File: src/pxsc_pkg.sv
// package for the per-port crossover special control register
// assumes a management access port of 5-bit index and 16-bit data
package pxsc_pkg;
  localparam logic [4:0]  REG_INDEX      = 5'h1B;
  localparam logic [15:0] REG_RESET      = 16'h0000;
  localparam int          BIT_SRC_SEL    = 15;
  localparam int          BIT_AUTO_EN    = 14;
  localparam int          BIT_STATE      = 13;
  localparam int          BIT_HB_DIS     = 11;
  localparam int          BIT_PLL_REF    = 10;
  localparam int          BIT_POLARITY   = 4;
  localparam logic [15:0] WRITABLE_MASK  = 16'hEC00;
  localparam int          SYNC_STAGES    = 3;

  typedef enum logic [1:0] {
    PXSC_MODE_STRAIGHT,
    PXSC_MODE_CROSS,
    PXSC_MODE_AUTO
  } pxsc_mode_t;
endpackage : pxsc_pkg

File: src/pxsc_sync_if.sv
// interface carrying a synchronised level between the top and its filter
// assumes one clock shared by both ends
`timescale 1ns/10ps
`default_nettype none
interface pxsc_sync_if;
  logic raw;
  logic stable;
  modport filt (input raw, output stable);
  modport user (output raw, input stable);
endinterface : pxsc_sync_if
`default_nettype wire

File: src/pxsc_sync.sv
// three-stage input synchroniser; change accepted when stages 2 and 3 agree
// assumes an asynchronous reset, active high
`timescale 1ns/10ps
`default_nettype none
module pxsc_sync #(
  parameter logic RESET_VAL = 1'b0
) (
  input  wire logic  i_clk,
  input  wire logic  i_rst,
  pxsc_sync_if.filt  s
);
  logic [2:0] stage;
  logic       held;
  logic [2:0] next_stage;
  logic       next_held;

  always_comb begin
    next_stage = {stage[1:0], s.raw};
    next_held  = held;
    // first stage feeds only the second
    if (stage[1] == stage[2]) begin
      next_held = stage[2];
    end
  end

  always_ff @(posedge i_clk or posedge i_rst) begin
    if (i_rst) begin
      stage <= {3{RESET_VAL}};
      held  <= RESET_VAL;
    end else begin
      stage <= next_stage;
      held  <= next_held;
    end
  end

  assign s.stable = held;
endmodule : pxsc_sync
`default_nettype wire

File: src/pxsc_top.sv
// crossover special control register bank for one PHY port
// assumes management reads/writes as index+strobe, strap pins asynchronous
//
// Summary of operation
// - source select 1: straps ignored, register bits set crossover mode
// - source select 0 (default): latched straps set crossover mode
// - strap auto 1 gives auto; else manual 0 straight, 1 crossover
// - register bits 14:13: 00 straight, 01 crossover, 10 auto
// - bit 11 set disables heartbeat test; reset 0 keeps it enabled
// - bit 10 set forces 10M receive PLL onto reference clock
// - from one cycle after PLL forced to reference, no 10M frames reported valid
// - read-only bit 4 shows 10BASE-T polarity, 1 reversed
// - port PHY reset from chip reset control clears control bits
// - PHY soft reset leaves control bits unchanged
// - latched auto crossover strap readable in hardware config register
// - straps captured on the fifth clock after chip reset release, then used
`timescale 1ns/10ps
`default_nettype none
module pxsc_top (
  input  wire logic         I_CLK_SYS,
  input  wire logic         I_RST,
  input  wire logic         i_mgmt_sel,
  input  wire logic         i_mgmt_wr,
  input  wire logic         i_mgmt_rd,
  input  wire logic [4:0]   i_mgmt_index,
  input  wire logic [15:0]  i_mgmt_wdata,
  output logic      [15:0]  o_mgmt_rdata,
  output logic              o_mgmt_rvalid,
  input  wire logic         i_port_phy_reset,
  input  wire logic         i_phy_soft_reset,
  input  wire logic         i_auto_crossover_strap,
  input  wire logic         i_manual_crossover_strap,
  input  wire logic         i_ten_meg_polarity_reversed,
  input  wire logic         i_rx10_frame_valid,
  output logic      [1:0]   o_crossover_mode,
  output logic              o_heartbeat_test_disable,
  output logic              o_rx_pll_force_reference,
  output logic              o_rx10_frame_valid,
  output logic              o_auto_crossover_strap_state
);
  pxsc_sync_if auto_if ();
  pxsc_sync_if man_if ();
  pxsc_sync_if pol_if ();

  assign auto_if.raw = i_auto_crossover_strap;
  assign man_if.raw  = i_manual_crossover_strap;
  assign pol_if.raw  = i_ten_meg_polarity_reversed;

  pxsc_sync #(.RESET_VAL(1'b0)) u_sync_auto (
    .i_clk (I_CLK_SYS),
    .i_rst (I_RST),
    .s     (auto_if)
  );
  pxsc_sync #(.RESET_VAL(1'b0)) u_sync_man (
    .i_clk (I_CLK_SYS),
    .i_rst (I_RST),
    .s     (man_if)
  );
  pxsc_sync #(.RESET_VAL(1'b0)) u_sync_pol (
    .i_clk (I_CLK_SYS),
    .i_rst (I_RST),
    .s     (pol_if)
  );

  // strap capture: waits for the synchroniser to fill after release
  logic [2:0] cap_cnt;
  logic       strap_latched;
  logic       strap_auto;
  logic       strap_manual;
  logic [2:0] next_cap_cnt;
  logic       next_strap_latched;
  logic       next_strap_auto;
  logic       next_strap_manual;

  always_comb begin
    next_cap_cnt       = cap_cnt;
    next_strap_latched = strap_latched;
    next_strap_auto    = strap_auto;
    next_strap_manual  = strap_manual;
    if (!strap_latched) begin
      // one edge beyond the stage count: the filtered level settles
      // only after the second and third stages have agreed
      if (cap_cnt == 3'(pxsc_pkg::SYNC_STAGES + 1)) begin
        next_strap_latched = 1'b1;
        next_strap_auto    = auto_if.stable;
        next_strap_manual  = man_if.stable;
      end else begin
        next_cap_cnt = cap_cnt + 3'h1;
      end
    end
  end

  always_ff @(posedge I_CLK_SYS or posedge I_RST) begin
    if (I_RST) begin
      cap_cnt       <= 3'h0;
      strap_latched <= 1'b0;
      strap_auto    <= 1'b0;
      strap_manual  <= 1'b0;
    end else begin
      cap_cnt       <= next_cap_cnt;
      strap_latched <= next_strap_latched;
      strap_auto    <= next_strap_auto;
      strap_manual  <= next_strap_manual;
    end
  end

  // control bits
  logic [15:0] ctrl;
  logic [15:0] next_ctrl;
  logic        hit;

  assign hit = i_mgmt_sel && (i_mgmt_index == pxsc_pkg::REG_INDEX);

  always_comb begin
    next_ctrl = ctrl;
    if (i_port_phy_reset) begin
      next_ctrl = pxsc_pkg::REG_RESET;
    end else if (hit && i_mgmt_wr) begin
      next_ctrl = i_mgmt_wdata & pxsc_pkg::WRITABLE_MASK;
    end
    // soft reset ignored here: i_phy_soft_reset has no effect
  end

  always_ff @(posedge I_CLK_SYS or posedge I_RST) begin
    if (I_RST) begin
      ctrl <= pxsc_pkg::REG_RESET;
    end else begin
      ctrl <= next_ctrl;
    end
  end

  // crossover mode decode
  pxsc_pkg::pxsc_mode_t mode;
  always_comb begin
    mode = pxsc_pkg::PXSC_MODE_STRAIGHT;
    if (ctrl[pxsc_pkg::BIT_SRC_SEL]) begin
      // register decode; 11 reserved, treated as auto
      unique case ({ctrl[pxsc_pkg::BIT_AUTO_EN], ctrl[pxsc_pkg::BIT_STATE]})
        2'b00:   mode = pxsc_pkg::PXSC_MODE_STRAIGHT;
        2'b01:   mode = pxsc_pkg::PXSC_MODE_CROSS;
        default: mode = pxsc_pkg::PXSC_MODE_AUTO;
      endcase
    end else begin
      if (strap_auto) begin
        mode = pxsc_pkg::PXSC_MODE_AUTO;
      end else if (strap_manual) begin
        mode = pxsc_pkg::PXSC_MODE_CROSS;
      end else begin
        mode = pxsc_pkg::PXSC_MODE_STRAIGHT;
      end
    end
  end

  // outputs registered
  logic [1:0]  mode_q;
  logic        rx_valid_q;
  logic [15:0] rdata_q;
  logic        rvalid_q;
  logic [15:0] next_rdata;
  logic        next_rvalid;
  logic        next_rx_valid;

  always_comb begin
    next_rdata = 16'h0000;
    next_rvalid = 1'b0;
    next_rx_valid = i_rx10_frame_valid && !ctrl[pxsc_pkg::BIT_PLL_REF];
    if (hit && i_mgmt_rd) begin
      next_rvalid = 1'b1;
      next_rdata  = ctrl & pxsc_pkg::WRITABLE_MASK;
      next_rdata[pxsc_pkg::BIT_POLARITY] = pol_if.stable;
    end else if (i_mgmt_sel && i_mgmt_rd) begin
      // other indexes belong elsewhere; answer zero
      next_rvalid = 1'b1;
    end
  end

  always_ff @(posedge I_CLK_SYS or posedge I_RST) begin
    if (I_RST) begin
      mode_q     <= 2'h0;
      rx_valid_q <= 1'b0;
      rdata_q    <= 16'h0000;
      rvalid_q   <= 1'b0;
    end else begin
      mode_q     <= mode;
      rx_valid_q <= next_rx_valid;
      rdata_q    <= next_rdata;
      rvalid_q   <= next_rvalid;
    end
  end

  assign o_crossover_mode = mode_q;
  assign o_heartbeat_test_disable = ctrl[pxsc_pkg::BIT_HB_DIS];
  assign o_rx_pll_force_reference = ctrl[pxsc_pkg::BIT_PLL_REF];
  assign o_rx10_frame_valid = rx_valid_q;
  assign o_mgmt_rdata = rdata_q;
  assign o_mgmt_rvalid = rvalid_q;
  assign o_auto_crossover_strap_state = strap_auto;
endmodule : pxsc_top
`default_nettype wire

File: config.mk
export PLATFORM = sky130hd
export DESIGN_NAME = pxsc_top
export DESIGN_NICKNAME = d
export VERILOG_FILES = /design/src/pxsc_pkg.sv /design/src/pxsc_sync_if.sv /design/src/pxsc_sync.sv /design/src/pxsc_top.sv
export SDC_FILE = /design/constraint.sdc
export NUM_CORES = 1
export LEC_CHECK = 0
export BUFFER_PORTS_ARGS = -buffer_cell sky130_fd_sc_hd__buf_4
export CORE_UTILIZATION = 40
export CTS_BUF_LIST = sky130_fd_sc_hd__clkbuf_4
export CTS_CLUSTER_DIAMETER = 150
export CTS_CLUSTER_SIZE = 25
export DETAILED_ROUTE_END_ITERATION = 8
export PLACE_DENSITY = 0.73
export SLEW_MARGIN = 40
export SYNTH_ARGS = -nofsm -noshare
export SYNTH_HDL_FRONTEND = slang
export SYNTH_SLANG_ARGS = --single-unit
File: constraint.sdc
create_clock -name I_CLK_SYS -period 1.45 [get_ports I_CLK_SYS]
set_clock_uncertainty 0.1 [all_clocks]
set_input_delay 0.29 -clock I_CLK_SYS [delete_from_list [all_inputs] [get_ports I_CLK_SYS]]
set_output_delay 0.29 -clock I_CLK_SYS [all_outputs]
set_load 0.05 [all_outputs]
==> results.sh, run 1 <==
export IMPL_status="finished, final reports clean"
export IMPL_cts_sinks=33
export IMPL_r2r_setup_slack_ns=0.13
export IMPL_grt_usage_pct=13.8
export IMPL_p_int_mw=1.23
export IMPL_power_density_nw_per_um2=1030
export IMPL_synth_ff_type="dfrtp_1"
export IMPL_overflow=0
export IMPL_vias=777
export IMPL_routed_wl_um=1890
export IMPL_cts_tree="yes"
export IMPL_drt_iter0_markers=8
export IMPL_synth_area_top_cells="dfrtp_1, buf_4, and2_1"
export IMPL_max_cap_viol_count=0
export IMPL_rsz0062_at_grt="yes"
export IMPL_fmax_mhz=752
export IMPL_r2r_cells=5
export IMPL_dieArea_um2=3390
export IMPL_power_frac_seq_pct=58.3
export IMPL_wl_per_cell_um=10.3
export IMPL_fin_util_pct=53.2
export IMPL_clk_pin_slew_ns=0.10
export IMPL_first_pass_iters=4
export IMPL_crit_slowest_cell="dfrtp_1"
export IMPL_die_height_um=58.2
export IMPL_finalSetupViolCount=0
export IMPL_route_detailed_vias_per_inst=4.25
export IMPL_antenna_found_initial=0
export IMPL_nFillCells=255
export IMPL_seq_area_frac_synth_pct=65.3
export IMPL_synthMuxAreaShare_pct=2.67
export IMPL_yosys_warnings=0
export IMPL_setup_ws_ns=0.119
export IMPL_final_area_um2=1610
export IMPL_p_sw_share_pct=26.1
export IMPL_r2r_start="cap_cnt[0]"
export IMPL_start_util_pct=41.8
export IMPL_synth_seq_cells=33
export IMPL_cpLargestDelayFamily="flip-flops"
export IMPL_startpoint="o_auto_crossover_strap_state"
export IMPL_placed_area_um2=1520
export IMPL_grt_pass1_wl_um=3260
export IMPL_clock_path_buffers=2
export IMPL_dp_slack_ns=0.134
export IMPL_hold_viol=0
export IMPL_ir_worst_vdd_v=0.000395
export IMPL_met1_usage_pct=16.5
export IMPL_synth_compound_area_share_pct=5.44
export IMPL_num_io_pins=55
export IMPL_crit_chain="buf_4"
export IMPL_worstSetupPathType="reg -> out"
export IMPL_cp_end_kind="output pin"
export IMPL_cp_num_buf_inv=1
export IMPL_p_leak_nw=0.773
export IMPL_crit_cells=1
export IMPL_setup_worst_path_end="o_auto_crossover_strap_state"
export IMPL_p_switching_mw=0.432
export IMPL_period_needed_ns=1.33
export IMPL_finalPower_mw=1.66
export IMPL_drive_above_1_share_pct=33.1
export IMPL_avgSynthCellArea_um2=13.2
export IMPL_hold_path_class="in -> reg"
export IMPL_async_reset_ff_share_pct=100
export IMPL_postCtsSetupBuffers=0
export IMPL_drc=0
export IMPL_cts_resized_gates=0
export IMPL_synth_top_family_by_area="simple AND/OR/NAND/NOR gates"
export IMPL_ant_nets=0
export IMPL_synth_most_common_cell="dfrtp_1"
export IMPL_cts_max_level=2
export IMPL_yosys_area_share_simple_pct=12.6
export IMPL_cts_root_buf="clkbuf_4"
export IMPL_grt_use_met2_pct=20.0
export IMPL_clock_latency_ns=0.32
export IMPL_cp_arrival_ns=0.94
export IMPL_synth_top_area_share_pct=65.3
export IMPL_synthAdderAreaFrac_pct=4.35
export IMPL_startpoint_type="flip-flop"
export IMPL_crit_fanout=4
export IMPL_slew_viol_final=0
export IMPL_combPwrFrac_pct=12.5
export IMPL_worst_hold_slack_ns=0.0454
export IMPL_yosys_top_cells_count="dfrtp_1, buf_4, and2_1"
export IMPL_area_delta_synth_final_pct=27.3
export IMPL_yosysUniqueCellTypes=23
export IMPL_p_clk_share_pct=29.2
export IMPL_grt_max_degree=34
export IMPL_final_nets=172
export IMPL_slowest_delay_ns=0.42
export IMPL_hpwl_um=1390
export IMPL_synth_edf_count=0
export IMPL_globalplace_congestion=0.799
export IMPL_io_buffers=32
export IMPL_grt_pass1_vias=743
export IMPL_required_ns=1.06
export IMPL_period_share_pct=91.8
export IMPL_yosysTopAreaCell="dfrtp_1"
export IMPL_r2r_end="cap_cnt[2]"
export IMPL_syn_inst=96
export IMPL_cts_buffers=5
export IMPL_syn_area_um2=1260
export IMPL_grt_busiest_layer="met2"
export IMPL_rows=20
export IMPL_synth_xor_area_share_pct=1.38
export IMPL_diodes=0
export IMPL_die_w_um=58.2
export IMPL_met3_usage_pct=4.02
export IMPL_coreArea_um2=3030
[cell families after synthesis]
kind of cell    Yosys count
flops                    33
simple gates             24
buf+inv                  15
compound gates           13
fa+ha+maj                 5
mux                       3
xor+xnor                  2
other cells               1
[sequential cells by signal (all words and copies together), names as in the netlist]
register,cells
o_mgmt_rdata,6
ctrl,5
cap_cnt,3
u_sync_auto.stage,3
u_sync_man.stage,3
u_sync_pol.stage,3
o_crossover_mode,2
o_auto_crossover_strap_state,1
o_mgmt_rvalid,1
o_rx10_frame_valid,1
strap_latched,1
strap_manual,1
u_sync_auto.s.stable,1
u_sync_man.s.stable,1
u_sync_pol.s.stable,1
[worst min-delay path by stage]
stage                                 startpoint                    to  slack, ns  cells after the start
after detailed placement    u_sync_auto.stage[0]  u_sync_auto.stage[1]       0.24                      0
after global placement      u_sync_auto.stage[0]  u_sync_auto.stage[1]       0.23                      0
after floorplan           i_auto_crossover_strap  u_sync_auto.stage[0]       0.22                      0
after CTS                       i_port_phy_reset              ctrl[13]       0.02                      2
after global routing            i_port_phy_reset              ctrl[13]       0.02                      2
final                           i_port_phy_reset              ctrl[13]       0.05                      2
[placed cells by master (no fill, tap or decap), drive strengths merged]
master       netlist  layout
a21oi              6       6
and2               9       9
and3               1       1
and3b              1       1
buf               11      33
clkbuf             0       6
clkinv             0       2
conb               1      10
dfrtp             33      33
dlygate4sd3        0       4
ha                 2       2
inv                4       4
maj3               3       3
mux2               3       3
nand2              2       2
nand2b             1       1
nand3b             3       3
nand4              6       6
nor2b              1       1
o21ai              7       7
xnor2              2       2
[metrics by stage]
step / cells / setup TNS, ns
floorplan: 105 / 0
global placement: 171 / 0
detailed placement: 171 / 0
CTS: 183 / 0
global route: 183 / -0.0111
finish: 183 / 0
[repair_timing]
item | CTS | global route
endpoints found under the hold margin | 36 | 0
hold buffers | 4 | 0
setup endpoints to repair | 0 | 1
[per-layer routing]
metal	share of wire (%)	up-vias
met5	0	-
met4	3.4	0
met1	44	358
met2	48	26
met3	3.8	4
li1	-	389
[power by group through the flow]
stage / clock (mW) / sequential [mW] / combinational [mW]
6_report: 0.484 / 0.967 / 0.207
5_1_grt: 0.549 / 0.971 / 0.222
4_1_cts: 0.514 / 0.967 / 0.209
3_5_place_dp: 0 / 0.986 / 0.200
3_3_place_gp: 0 / 0.985 / 0.196
2_1_floorplan: 0 / 1.02 / 0.119
[final cells by class]
type                            instances  area, µm²  area share [%]
Timing Repair Buffer                   37        288            17.9
Inverter                                4       15.0           0.932
Clock buffer                            6       45.0            2.80
Sequential cell                        33        826            51.3
Multi-Input combinational cell         57        372            23.1
Tap cell                               44       55.1            3.42
Clock inverter                          2       10.0           0.622
Note: power is estimated with default switching activity, not from simulation.
==> run 2, diff against run 1 <==
Settings changed: PLACE_DENSITY 0.73 to 0.76.
Clock period 1.45 ns to 1.2 ns, I/O delays scaled along.
==> run 2 against run 1 <==
Effect of this change: the flow now finishes with violations (negative setup slack); cell area increased by 12%; clock-buffer cell count unchanged; routed wire length increased by 6.9%; combinational power is 34% higher; sequential share of layout area decreased by 5.4 points; via count grew 8.4%; flip-flop and latch count stayed put; sequential power rose by 21%; global-route usage increased by 0.31 points; final cell count grew 6.0%; die area unchanged; total power is 36% higher; highest routed layer unchanged.
==> results.sh, run 2 (synthesized netlist as in run 1, its figures left out) <==
export IMPL_status="finished, violations left"
export IMPL_violations="negative setup slack"
export IMPL_fmax_mhz=775
export IMPL_clock_latency_ns=0.33
export IMPL_p_int_mw=1.71
export IMPL_drt_iter0_markers=13
export IMPL_grt_usage_pct=14.1
export IMPL_ir_worst_vdd_v=0.000716
export IMPL_cts_max_level=2
export IMPL_p_switching_mw=0.535
export IMPL_vias=842
export IMPL_fin_util_pct=59.5
export IMPL_crit_chain="inv_2 > ha_4 > nand3b_1 > mux2_4"
export IMPL_worstSetupPathType="reg -> reg"
export IMPL_crit_fanout=2
export IMPL_layout_commonest_cell="dfrtp_1"
export IMPL_setup_ws_ns=-0.0902
export IMPL_p_clk_share_pct=35.7
export IMPL_period_needed_ns=1.29
export IMPL_overflow=0
export IMPL_tns_ns=-0.264
export IMPL_r2r_cells=4
export IMPL_die_w_um=58.2
export IMPL_min_path_cells=2
export IMPL_p_leak_nw=0.861
export IMPL_grt_pass1_wl_um=3390
export IMPL_dieArea_um2=3390
export IMPL_slowest_delay_ns=0.41
export IMPL_combPwrFrac_pct=12.3
export IMPL_cp_num_buf_inv=1
export IMPL_coreArea_um2=3030
export IMPL_p_sw_share_pct=23.8
export IMPL_die_height_um=58.2
export IMPL_hold_path_class="in -> reg"
export IMPL_clock_path_buffers=2
export IMPL_cts_buffers=5
export IMPL_grt_max_degree=34
export IMPL_first_pass_iters=6
export IMPL_drc=0
export IMPL_wl_per_cell_um=10.4
export IMPL_r2r_end="strap_manual"
export IMPL_cts_tree="yes"
export IMPL_diodes=0
export IMPL_num_io_pins=55
export IMPL_route_detailed_vias_per_inst=4.34
export IMPL_dp_slack_ns=-0.0556
export IMPL_hpwl_um=1470
export IMPL_start_util_pct=41.8
export IMPL_startpoint_type="flip-flop"
export IMPL_finalSetupViolCount=8
export IMPL_rows=20
export IMPL_drive_above_1_share_pct=40.0
export IMPL_startpoint="cap_cnt[0]"
export IMPL_power_frac_seq_pct=52.0
export IMPL_antenna_found_initial=0
export IMPL_globalplace_congestion=0.742
export IMPL_largest_reg_flops=6
export IMPL_crit_slowest_cell="dfrtp_1"
export IMPL_hold_viol=0
export IMPL_power_density_nw_per_um2=1250
export IMPL_slew_viol_final=0
export IMPL_hp_start="i_rx10_frame_valid"
export IMPL_max_cap_viol_count=0
export IMPL_area_delta_synth_final_pct=42.3
export IMPL_period_share_pct=108
export IMPL_rsz0062_at_grt="yes"
export IMPL_routed_wl_um=2020
export IMPL_r2r_setup_slack_ns=-0.09
export IMPL_r2r_start="cap_cnt[0]"
export IMPL_cpLargestDelayFamily="flip-flops"
export IMPL_final_area_um2=1800
export IMPL_hold_path_end="o_rx10_frame_valid"
export IMPL_final_nets=183
export IMPL_cts_root_buf="clkbuf_4"
export IMPL_cp_end_kind="flip-flop"
export IMPL_grt_pass1_vias=785
export IMPL_cp_arrival_ns=1.41
export IMPL_ant_nets=0
export IMPL_required_ns=1.32
export IMPL_clk_pin_slew_ns=0.10
export IMPL_io_buffers=32
export IMPL_placed_area_um2=1570
export IMPL_mostFrequentLayoutCells="dfrtp_1, buf_4, buf_6, conb_1, and2_1"
export IMPL_cts_sinks=33
-- run 2: worst max path at each step --
stage / slack (ns) / end / depth (start not counted)
final: -0.09 / strap_manual / 4
after CTS: -0.09 / o_auto_crossover_strap_state / 4
after global placement: -0.04 / strap_manual / 4
after detailed placement: -0.06 / o_auto_crossover_strap_state / 4
after floorplan: -0.01 / o_auto_crossover_strap_state / 4
after global routing: -0.14 / o_auto_crossover_strap_state / 4
-- run 2: layer usage --
metal,up-vias,routed length [µm],share of wire [%],global-route usage [%]
met5,-,0,0,0
met4,0,32,1.6,8.16
met3,5,122,6.0,5.36
met2,29,1060,52,22.7
met1,400,810,40,16.1
li1,408,-,-,-
-- run 2: worst reg2reg max path, cell delays in order, from the launching register on --
cell and delay (ns):
dfrtp_1 0.41, inv_2 0.08, ha_4 0.14, nand3b_1 0.13
mux2_4 0.32
-- run 2: area by class of cell --
cell class	count	area [µm²]
clock buffers	6	45.0
fillers	241	1230
repair buffers	48	434
well taps	44	55.1
clock inverters	2	33.8
inverters	4	15.0
multi-input cells	57	392
flip-flops and latches	33	826
-- run 2: through the flow --
step / total power, mW / instances / hold slack [ns]
floorplan: 1.37 / 105 / 0.171
global placement: 1.43 / 175 / 0.200
detailed placement: 1.44 / 175 / 0.201
CTS: 2.26 / 192 / 0.0421
global route: 2.36 / 194 / 0.0367
finish: 2.25 / 194 / 0.0425
-- run 2: power groups by stage --
stage	clock network, mW	registers, mW	logic (mW)
6_report	0.803	1.17	0.277
3_5_place_dp	0	1.19	0.249
5_1_grt	0.885	1.17	0.298
2_1_floorplan	0	1.23	0.144
3_3_place_gp	0	1.19	0.245
4_1_cts	0.814	1.17	0.275
-- run 2: repair_timing --
item	CTS	global route
cloned	0	0
buffers inserted	4	2
setup endpoints to repair	15	18
hold buffers	5	0
gates resized for setup	13	2
endpoints found under the hold margin	40	0
